==> config.mk <==
export PLATFORM = sky130hd
export DESIGN_NAME = wdt_ctrl
export DESIGN_NICKNAME = d
export VERILOG_FILES = /design/src/core/wdt_pkg.sv /design/src/core/wdt_ctrl.sv /design/src/core/wdt_tick_gen.sv
export SDC_FILE = /design/constraint.sdc
export NUM_CORES = 1
export LEC_CHECK = 0
export BUFFER_PORTS_ARGS = -buffer_cell sky130_fd_sc_hd__buf_2
export CAP_MARGIN = 40
export CORE_MARGIN = 4
export CORE_UTILIZATION = 56
export DETAILED_ROUTE_END_ITERATION = 7
export GPL_ROUTABILITY_DRIVEN = 1
export GPL_TIMING_DRIVEN = 0
export MAX_ROUTING_LAYER = met4
export PLACE_DENSITY = 0.87
export SYNTH_ARGS = -nofsm -noshare
export SYNTH_HDL_FRONTEND = slang
export SYNTH_SLANG_ARGS = --single-unit
==> constraint.sdc <==
create_clock -name clk -period 3.3 [get_ports clk]
set_input_delay 0.165 -clock clk [delete_from_list [all_inputs] [get_ports clk]]
set_output_delay 0.165 -clock clk [all_outputs]
set_load 0.05 [all_outputs]
==> src/core/wdt_pkg.sv <==
// Purpose: shared constants for the watchdog control block
// Assumes: 40 MHz system clock, 32.768 kHz crystal timebase
// Notes:   register offsets are byte addresses on the AXI4-Lite slave
package wdt_pkg;

    // bus geometry
    localparam int          WDT_ADDR_W       = 8;
    localparam int          WDT_DATA_W       = 32;

    // register byte offsets
    localparam logic [7:0]  WDT_OFS_CTRL     = 8'h00;
    localparam logic [7:0]  WDT_OFS_IRQ_STAT = 8'h04;
    localparam logic [7:0]  WDT_OFS_IRQ_MASK = 8'h08;
    localparam logic [7:0]  WDT_OFS_COUNT    = 8'h0C;

    // watchdog_control field positions
    localparam int          WDT_PRE_MSB      = 7;
    localparam int          WDT_PRE_LSB      = 4;
    localparam int          WDT_BIT_ISEL     = 3;
    localparam int          WDT_BIT_STATUS   = 2;
    localparam int          WDT_BIT_SERVICE  = 1;
    localparam int          WDT_BIT_UNLOCK   = 0;

    // watchdog_control value after power-on reset
    localparam logic [7:0]  WDT_CTRL_RESET   = 8'h10;

    // prescale codes
    localparam logic [3:0]  WDT_PRE_IMMED    = 4'h8;
    localparam int          WDT_BASE_SHIFT   = 9;
    localparam int          WDT_CNT_W        = 17;

    // interrupt status / mask bit positions
    localparam int          WDT_EV_TIMEOUT   = 0;
    localparam int          WDT_EV_SYSRESET  = 1;
    localparam int          WDT_EV_REFUSED   = 2;
    localparam int          WDT_EV_W         = 3;
    localparam logic [2:0]  WDT_EV_RESET     = 3'h0;

    // timebase: crystal and system clock rates
    localparam int          WDT_CLK_HZ       = 40000000;
    localparam int          WDT_XTAL_HZ      = 32768;

    // length of the system reset request, in clock cycles
    localparam int          WDT_RST_PULSE    = 4;
    localparam logic [2:0]  WDT_RST_PULSE_N  = 3'h4;

    // AXI responses
    localparam logic [1:0]  WDT_RESP_OKAY    = 2'h0;
    localparam logic [1:0]  WDT_RESP_SLVERR  = 2'h2;

endpackage : wdt_pkg

==> src/core/wdt_ctrl.sv <==
// Purpose: watchdog with one guarded control register on AXI4-Lite
// Assumes: one AXI transaction stands for one processor instruction
// Notes:   counts crystal ticks; a timeout resets or interrupts
module wdt_ctrl
#(
    parameter int unsigned TICK_NUM = 32768,
    parameter int unsigned TICK_DEN = 40000000
)
(
    // clock and reset
    input  wire logic                          clk,
    input  wire logic                          rst,
    // AXI4-Lite write address and data
    input  wire logic [wdt_pkg::WDT_ADDR_W-1:0] s_axi_awaddr,
    input  wire logic                          s_axi_awvalid,
    output logic                               s_axi_awready,
    input  wire logic [wdt_pkg::WDT_DATA_W-1:0] s_axi_wdata,
    input  wire logic [3:0]                    s_axi_wstrb,
    input  wire logic                          s_axi_wvalid,
    output logic                               s_axi_wready,
    // AXI4-Lite write response
    output logic [1:0]                         s_axi_bresp,
    output logic                               s_axi_bvalid,
    input  wire logic                          s_axi_bready,
    // AXI4-Lite read
    input  wire logic [wdt_pkg::WDT_ADDR_W-1:0] s_axi_araddr,
    input  wire logic                          s_axi_arvalid,
    output logic                               s_axi_arready,
    output logic [wdt_pkg::WDT_DATA_W-1:0]     s_axi_rdata,
    output logic [1:0]                         s_axi_rresp,
    output logic                               s_axi_rvalid,
    input  wire logic                          s_axi_rready,
    // system side
    input  wire logic                          supplyMonitorIrq,
    output logic                               sysResetReq,
    output logic                               wdtIrq,
    output logic                               wdtIrqPrioHigh,
    output logic                               irq
);
    import wdt_pkg::*;

    // timeout length in crystal ticks for prescale 0..7
    function automatic logic [WDT_CNT_W-1:0] timeoutTicks(
        input logic [3:0] p);
        timeoutTicks = WDT_CNT_W'(1) << (WDT_BASE_SHIFT + int'(p[2:0]));
    endfunction

    // control fields
    logic [3:0]            pre;
    logic                  isel;
    logic                  timeout_status_flag;
    logic                  serviceBit;
    logic                  unlockArmed;
    // counter and events
    logic [WDT_CNT_W-1:0]  tickCnt;
    logic                  xtalTick;
    logic                  timeoutEv;
    logic [2:0]            rstCnt;
    logic [WDT_EV_W-1:0]   irqStat;
    logic [WDT_EV_W-1:0]   irqMask;
    // bus capture
    logic                  awHeld;
    logic                  wHeld;
    logic [WDT_ADDR_W-1:0] awAddr;
    logic [7:0]            wByte;
    logic                  wLane0;
    logic                  doWrite;
    logic                  doRead;
    logic                  ctrlWrite;
    logic                  ctrlLoad;
    logic                  ctrlArm;
    logic                  anyAccess;
    logic [WDT_EV_W-1:0]   evSet;
    logic                  writeOk;

    wdt_tick_gen #(
        .TICK_NUM (TICK_NUM),
        .TICK_DEN (TICK_DEN)
    ) u_tick (
        .clk      (clk),
        .rst      (rst),
        .xtalTick (xtalTick)
    );

    // write channel: address and data may arrive in either order
    assign s_axi_awready = !awHeld && !s_axi_bvalid;
    assign s_axi_wready  = !wHeld && !s_axi_bvalid;
    assign s_axi_arready = !s_axi_rvalid;
    assign doWrite       = awHeld && wHeld && !s_axi_bvalid;
    assign doRead        = s_axi_arvalid && s_axi_arready;
    assign writeOk       = (awAddr == WDT_OFS_CTRL)
                        || (awAddr == WDT_OFS_IRQ_STAT)
                        || (awAddr == WDT_OFS_IRQ_MASK);

    // capture address and data until both are present
    always_ff @(posedge clk or posedge rst)
    begin
        if (rst)
        begin
            awHeld <= 1'b0;
            wHeld  <= 1'b0;
            awAddr <= '0;
            wByte  <= 8'h00;
            wLane0 <= 1'b0;
        end
        else
        begin
            if (s_axi_awvalid && s_axi_awready)
            begin
                awHeld <= 1'b1;
                awAddr <= s_axi_awaddr;
            end
            else if (doWrite)
            begin
                awHeld <= 1'b0;
            end
            if (s_axi_wvalid && s_axi_wready)
            begin
                wHeld  <= 1'b1;
                wByte  <= s_axi_wdata[7:0];
                wLane0 <= s_axi_wstrb[0];
            end
            else if (doWrite)
            begin
                wHeld <= 1'b0;
            end
        end
    end

    // write response, one cycle after both halves are in
    always_ff @(posedge clk or posedge rst)
    begin
        if (rst)
        begin
            s_axi_bvalid <= 1'b0;
            s_axi_bresp  <= WDT_RESP_OKAY;
        end
        else if (doWrite)
        begin
            s_axi_bvalid <= 1'b1;
            s_axi_bresp  <= writeOk ? WDT_RESP_OKAY : WDT_RESP_SLVERR;
        end
        else if (s_axi_bready)
        begin
            s_axi_bvalid <= 1'b0;
        end
    end

    // read data is registered; unmapped reads answer zero and SLVERR
    always_ff @(posedge clk or posedge rst)
    begin
        if (rst)
        begin
            s_axi_rvalid <= 1'b0;
            s_axi_rdata  <= '0;
            s_axi_rresp  <= WDT_RESP_OKAY;
        end
        else if (doRead)
        begin
            s_axi_rvalid <= 1'b1;
            s_axi_rresp  <= WDT_RESP_OKAY;
            unique case (s_axi_araddr)
                WDT_OFS_CTRL:
                    s_axi_rdata <= {24'h0, pre, isel, timeout_status_flag, serviceBit,
                                    unlockArmed};
                WDT_OFS_IRQ_STAT:
                    s_axi_rdata <= {29'h0, irqStat};
                WDT_OFS_IRQ_MASK:
                    s_axi_rdata <= {29'h0, irqMask};
                WDT_OFS_COUNT:
                    s_axi_rdata <= {15'h0, tickCnt};
                default:
                begin
                    s_axi_rdata <= '0;
                    s_axi_rresp <= WDT_RESP_SLVERR;
                end
            endcase
        end
        else if (s_axi_rready)
        begin
            s_axi_rvalid <= 1'b0;
        end
    end

    // a control write is the unlock step, the guarded load, or a refused locked write
    assign ctrlWrite = doWrite && wLane0 && (awAddr == WDT_OFS_CTRL);
    assign ctrlLoad  = ctrlWrite && unlockArmed;
    assign ctrlArm   = ctrlWrite && !unlockArmed
                    && wByte[WDT_BIT_UNLOCK];
    assign anyAccess = doWrite || doRead;

    // unlock lives for exactly one following transaction
    always_ff @(posedge clk or posedge rst)
    begin
        if (rst)
            unlockArmed <= 1'b0;
        else if (ctrlArm)
            unlockArmed <= 1'b1;
        else if (anyAccess)
            unlockArmed <= 1'b0;
    end

    // timeout: a service load in the same cycle wins, so it never races
    always_comb
    begin
        timeoutEv = 1'b0;
        if (serviceBit && !ctrlLoad)
        begin
            if (pre >= WDT_PRE_IMMED)
                timeoutEv = 1'b1;
            else if (xtalTick && tickCnt == timeoutTicks(pre) - 1'b1)
                timeoutEv = 1'b1;
        end
    end

    // crystal tick counter, cleared by service and on every timeout
    always_ff @(posedge clk or posedge rst)
    begin
        if (rst)
            tickCnt <= '0;
        else if (ctrlLoad && wByte[WDT_BIT_SERVICE])
            tickCnt <= '0;
        else if (timeoutEv || !serviceBit)
            tickCnt <= '0;
        else if (xtalTick)
            tickCnt <= tickCnt + 1'b1;
    end

    // control fields; the status flag survives a watchdog reset
    always_ff @(posedge clk or posedge rst)
    begin
        if (rst)
        begin
            pre        <= WDT_CTRL_RESET[WDT_PRE_MSB:WDT_PRE_LSB];
            isel       <= WDT_CTRL_RESET[WDT_BIT_ISEL];
            timeout_status_flag        <= WDT_CTRL_RESET[WDT_BIT_STATUS];
            serviceBit <= WDT_CTRL_RESET[WDT_BIT_SERVICE];
        end
        else
        begin
            if (ctrlLoad)
            begin
                pre        <= wByte[WDT_PRE_MSB:WDT_PRE_LSB];
                isel       <= wByte[WDT_BIT_ISEL];
                timeout_status_flag        <= wByte[WDT_BIT_STATUS];
                serviceBit <= wByte[WDT_BIT_SERVICE];
            end
            if (timeoutEv)
                timeout_status_flag <= 1'b1;
            if (timeoutEv && !isel)
                serviceBit <= 1'b0;
            if (supplyMonitorIrq)
                serviceBit <= 1'b0;
        end
    end

    // system reset request, held a few cycles for the reset tree
    always_ff @(posedge clk or posedge rst)
    begin
        if (rst)
            rstCnt <= 3'h0;
        else if (timeoutEv && !isel)
            rstCnt <= WDT_RST_PULSE_N;
        else if (rstCnt != 3'h0)
            rstCnt <= rstCnt - 1'b1;
    end
    assign sysResetReq = (rstCnt != 3'h0);

    // watchdog interrupt: ignores global enable, cleared by a control load
    always_ff @(posedge clk or posedge rst)
    begin
        if (rst)
            wdtIrq <= 1'b0;
        else if (timeoutEv && isel)
            wdtIrq <= 1'b1;
        else if (ctrlLoad)
            wdtIrq <= 1'b0;
    end

    // priority is hardwired; there is no register that could lower it
    assign wdtIrqPrioHigh = 1'b1;

    // sticky event bits, write one to clear, a new event beats the clear
    always_comb
    begin
        evSet                  = '0;
        evSet[WDT_EV_TIMEOUT]  = timeoutEv;
        evSet[WDT_EV_SYSRESET] = timeoutEv && !isel;
        evSet[WDT_EV_REFUSED]  = ctrlWrite && !unlockArmed && !ctrlArm;
    end

    always_ff @(posedge clk or posedge rst)
    begin
        if (rst)
            irqStat <= WDT_EV_RESET;
        else if (doWrite && wLane0 && awAddr == WDT_OFS_IRQ_STAT)
            irqStat <= (irqStat & ~wByte[WDT_EV_W-1:0]) | evSet;
        else
            irqStat <= irqStat | evSet;
    end

    always_ff @(posedge clk or posedge rst)
    begin
        if (rst)
            irqMask <= WDT_EV_RESET;
        else if (doWrite && wLane0 && awAddr == WDT_OFS_IRQ_MASK)
            irqMask <= wByte[WDT_EV_W-1:0];
    end

    assign irq = |(irqStat & irqMask);
endmodule // wdt_ctrl

==> src/core/wdt_tick_gen.sv <==
// Purpose: crystal-rate tick from the system clock
// Assumes: TICK_NUM below TICK_DEN
// Notes:   phase accumulator, so the average rate is exact with no drift
module wdt_tick_gen
#(
    parameter int unsigned TICK_NUM = 32768,
    parameter int unsigned TICK_DEN = 40000000
)
(
    // clock and reset
    input  wire logic clk,
    input  wire logic rst,
    // one-cycle pulse at the crystal rate
    output logic      xtalTick
);
    import wdt_pkg::*;

    logic [31:0] phase;
    logic [32:0] sum;

    // accumulate, wrap at the denominator
    assign sum = {1'b0, phase} + 33'(TICK_NUM);

    // phase register and tick flop
    always_ff @(posedge clk or posedge rst)
    begin
        if (rst)
        begin
            phase    <= 32'h0;
            xtalTick <= 1'b0;
        end
        else if (sum >= 33'(TICK_DEN))
        begin
            phase    <= 32'(sum - 33'(TICK_DEN));
            xtalTick <= 1'b1;
        end
        else
        begin
            phase    <= sum[31:0];
            xtalTick <= 1'b0;
        end
    end

endmodule // wdt_tick_gen

==> summary.md <==
| Metric | Value |
|---|---|
| Hold Path Depth | `2` |
| Root Buffer | `clkbuf_8` |
| Min-delay src | `s_axi_awaddr[1]` |
| Worst setup path start | `pre[1]$_DFFE_PP0P_` |
| Post-Route Setup TNS | `0 ps` |
| Max-slew headroom | `47.1%` |
| Min Tclk post-route | `3170 ps` |
| P_leak | `2.87 nW` |
| Avg Inst Size Synth | `10.1 um^2` |
| CTS HTree Levels | `3` |
| Routed WL per cell | `15.6 um` |
| Skew-Pair Late Insertion Delay | `370 ps` |
| Depth of the worst register-to-register path | `11` |
| Asr flop ratio synth | `100%` |
| Worst Path Buf+Inv | `2` |
| Max VDD drop | `345 uV` |
| Die area | `11500 um^2` |
| Port Buffers | `58` |
| Top-count cell post-synth | `dfrtp_1` |
| Final Cycle Share | `96.0%` |
| Synth Area in XOR/XNOR | `8.93%` |
| Synth Area in Adders | `1.82%` |
| Share of post-route cells with drive strength above 1 | `23.5%` |
| Starting Density | `58.6%` |
| Unique cell type count in the Yosys netlist | `66` |
| Vias per cell | `5.72` |
| Largest family of logic cells by synthesized area | `simple AND/OR/NAND/NOR gates` |
| CTS tree | `done` |
| CP Depth | `11` |
| Final hold slack | `28.1 ps` |
| I/O Pins | `105` |
| Critical path fanouts, max | `9` |
| Req. time, crit path | `3560 ps` |
| 1st-iter DRT viols | `266` |
| Seq/Total Area, Yosys | `45.1%` |
| Worst Tran Pin Value | `788 ps` |
| Cell taking the most area after synthesis | `dfrtp_1` |
| Nets | `705` |
| DRC Markers | `0` |
| Area of the core | `9370 um^2` |
| Final wirelength | `12100 um` |
| Top post-synthesis cells by count | `dfrtp_1, nand2_1, nor2_1, xnor2_1, xor2_1` |
| Synth Warn # | `0` |
| Dpl hpwl | `8560 um` |
| Clock sinks | `99` |
| Num rows | `35` |
| Ranking of synthesized cells by area | `dfrtp_1, xnor2_1, mux2_2, xor2_1, nand2_1` |
| Ant diodes | `0` |
| Status | `finished, final reports clean` |
| Fraction of the mapped netlist area in compound gates | `14.0%` |
| ANT nets after route | `0` |
| RR Startpoint | `pre[1]$_DFFE_PP0P_` |
| Die width | `107 um` |
| Via count of the first global-routing pass | `4406` |
| Post-synthesis mux area share | `7.11%` |
| Crit path DAT | `3430 ps` |
| Post-Syn Area | `5490 um^2` |
| Critical path capture point type | `flop` |
| Routed vias | `4413` |
| Drt first pass iters | `5` |
| GPL Wtd Cong | `0.877` |
| # fillers | `711` |
| Maxcap violations | `0` |
| GRT Overall Usage | `22.2%` |
| Overflow after GRT | `0` |
| Syn-to-layout area delta | `15.5%` |
| Post-synth top flop | `dfrtp_1` |
| Clock Skew | `10.5 ps` |
| Simple-Gate Fraction of Synth Area | `16.9%` |
| First-pass GRT wire length | `19900 um` |
| Post-Synthesis Cells | `542` |
| Worst min path class | `in2reg` |
| Clk buf depth | `2` |
| Final setup viols | `0` |
| Final Hold Fails | `0` |
| Crit path kind | `reg2reg` |
| Crit path launch type | `flop` |
| Top cell family by delay on the critical path | `simple AND/OR/NAND/NOR gates` |
| Worst path cell trace | `clkbuf_1, and2_1, ha_1, nor4bb_1, xnor2_1, mux2i_1, nor4_1, a31oi_2, o211ai_2, buf_4, nor2_1` |
| Clock transition at path regs | `100 ps` |
| Largest net degree at the start of global routing | `51` |
| FF+latch count, synth | `99` |
| Initial antenna violation count | `0` |
| Die Ht | `107 um` |
| Post-synth EDFFs | `0` |
| Num CTS Buffers | `9` |
| Final design utilization | `67.7%` |
| Slowest stage delay, CP | `420 ps` |
| Area fraction of the dominant cell type after synthesis | `44.7%` |
| Pwr Density | `467 nW/um^2` |
| Fmax achieved | `316 MHz` |
| Slew Viols, Final | `0` |
| Crit path max-delay cell type | `nor4bb_1` |
power breakdown:
| part | leakage, nW | total, W | internal [W] | switching [W] |
|---|---|---|---|---|
| registers | 1.30 | 0.00149 | 0.00137 | 0.000120 |
| logic | 1.47 | 0.000663 | 0.000262 | 0.000401 |
| clock network | 0.0975 | 0.000808 | 0.000376 | 0.000432 |
kinds of logic after synthesis:
logic type                 Yosys count
buffers and inverters               62
adders and majority gates            8
xor gates and xnor gates            56
AOI/OAI and AO/OA                  104
muxes                               32
other                                2
DFF                                 99
and+or+nand+nor                    179
timing repair:
action                                  4_1_cts  5_1_grt
buffers inserted                              2        2
hold buffers                                  4        0
pin swaps                                     2        3
hold endpoints to repair                     51        0
resized for setup                             2        4
endpoints found under the setup margin       22       24
worst reg2reg max path, cell delays in order, from the launching register on:
cell,delay [ps]
dfrtp_1,390
clkbuf_1,230
and2_1,260
ha_1,380
nor4bb_1,420
xnor2_1,190
mux2i_1,100
nor4_1,360
a31oi_2,220
o211ai_2,250
buf_4,190
nor2_1,60
cell usage in the layout, fill, tap and decap left out, drive strengths merged, types with 8 or more instances in the layout:
master	synthesis	layout
a21oi	11	11
a22o	14	14
and3	8	8
buf	26	91
clkbuf	17	27
conb	2	18
dfrtp	98	98
ha	8	8
inv	19	20
mux2	23	23
nand2	50	50
nand3	16	16
nand4	9	9
nor2	43	43
nor3	14	14
o211ai	8	8
o21ai	22	22
xnor2	33	33
xor2	23	23
final timing paths:
check / to / slack, ps
max in group asynchronous: tickCnt[2]$_DFFE_PP0P_ / 2210
max reg2reg: tickCnt[10]$_DFFE_PP0P_ / 130
max: tickCnt[10]$_DFFE_PP0P_ / 130
min in group asynchronous: u_tick.phase[16]$_DFF_PP0_ / 430
min reg2reg: pre[2]$_DFFE_PP0P_ / 470
min: awAddr[1]$_DFFE_PP0P_ / 30
final cells by class:
class / instances / area [um^2] / share of cell area (%)
Timing Repair Buffer: 68 / 405 / 6.39
Tap cell: 129 / 161 / 2.55
Buffer: 43 / 258 / 4.06
Clock buffer: 11 / 141 / 2.23
Multi-Input combinational cell: 397 / 2760 / 43.5
Clock inverter: 5 / 61.3 / 0.967
Sequential cell: 99 / 2480 / 39.1
Inverter: 19 / 73.8 / 1.16
registers in the layout, indices dropped and copies added, names as in the netlist, 3 cells and up:
| signal | flops |
|---|---|
| s_axi_rdata | 17 |
| irqStat | 3 |
| rstCnt | 3 |
| awAddr | 8 |
| wByte | 8 |
| irqMask | 3 |
| u_tick.phase | 23 |
| pre | 4 |
| tickCnt | 17 |
metal layers:
metal  global-route usage (%)  wire [um]  vias to the layer above
met4                     7.58        255                        0
met5                        -          0                        -
li1                         -          -                     2076
met2                     37.6       6090                      160
met3                     5.18        677                       31
met1                     26.1       5020                     2146
per-stage QoR:
stage	power [W]	instances	worst slack [ps]	cell area (um^2)
2_1_floorplan	0.00200	558	354	5550
3_3_place_gp	0.00212	745	-431	6000
3_5_place_dp	0.00217	747	-294	6040
4_1_cts	0.00297	769	20.4	6300
5_1_grt	0.00311	771	-2.75	6340
6_report	0.00296	771	133	6340
Note: power is estimated with default switching activity, not from simulation.
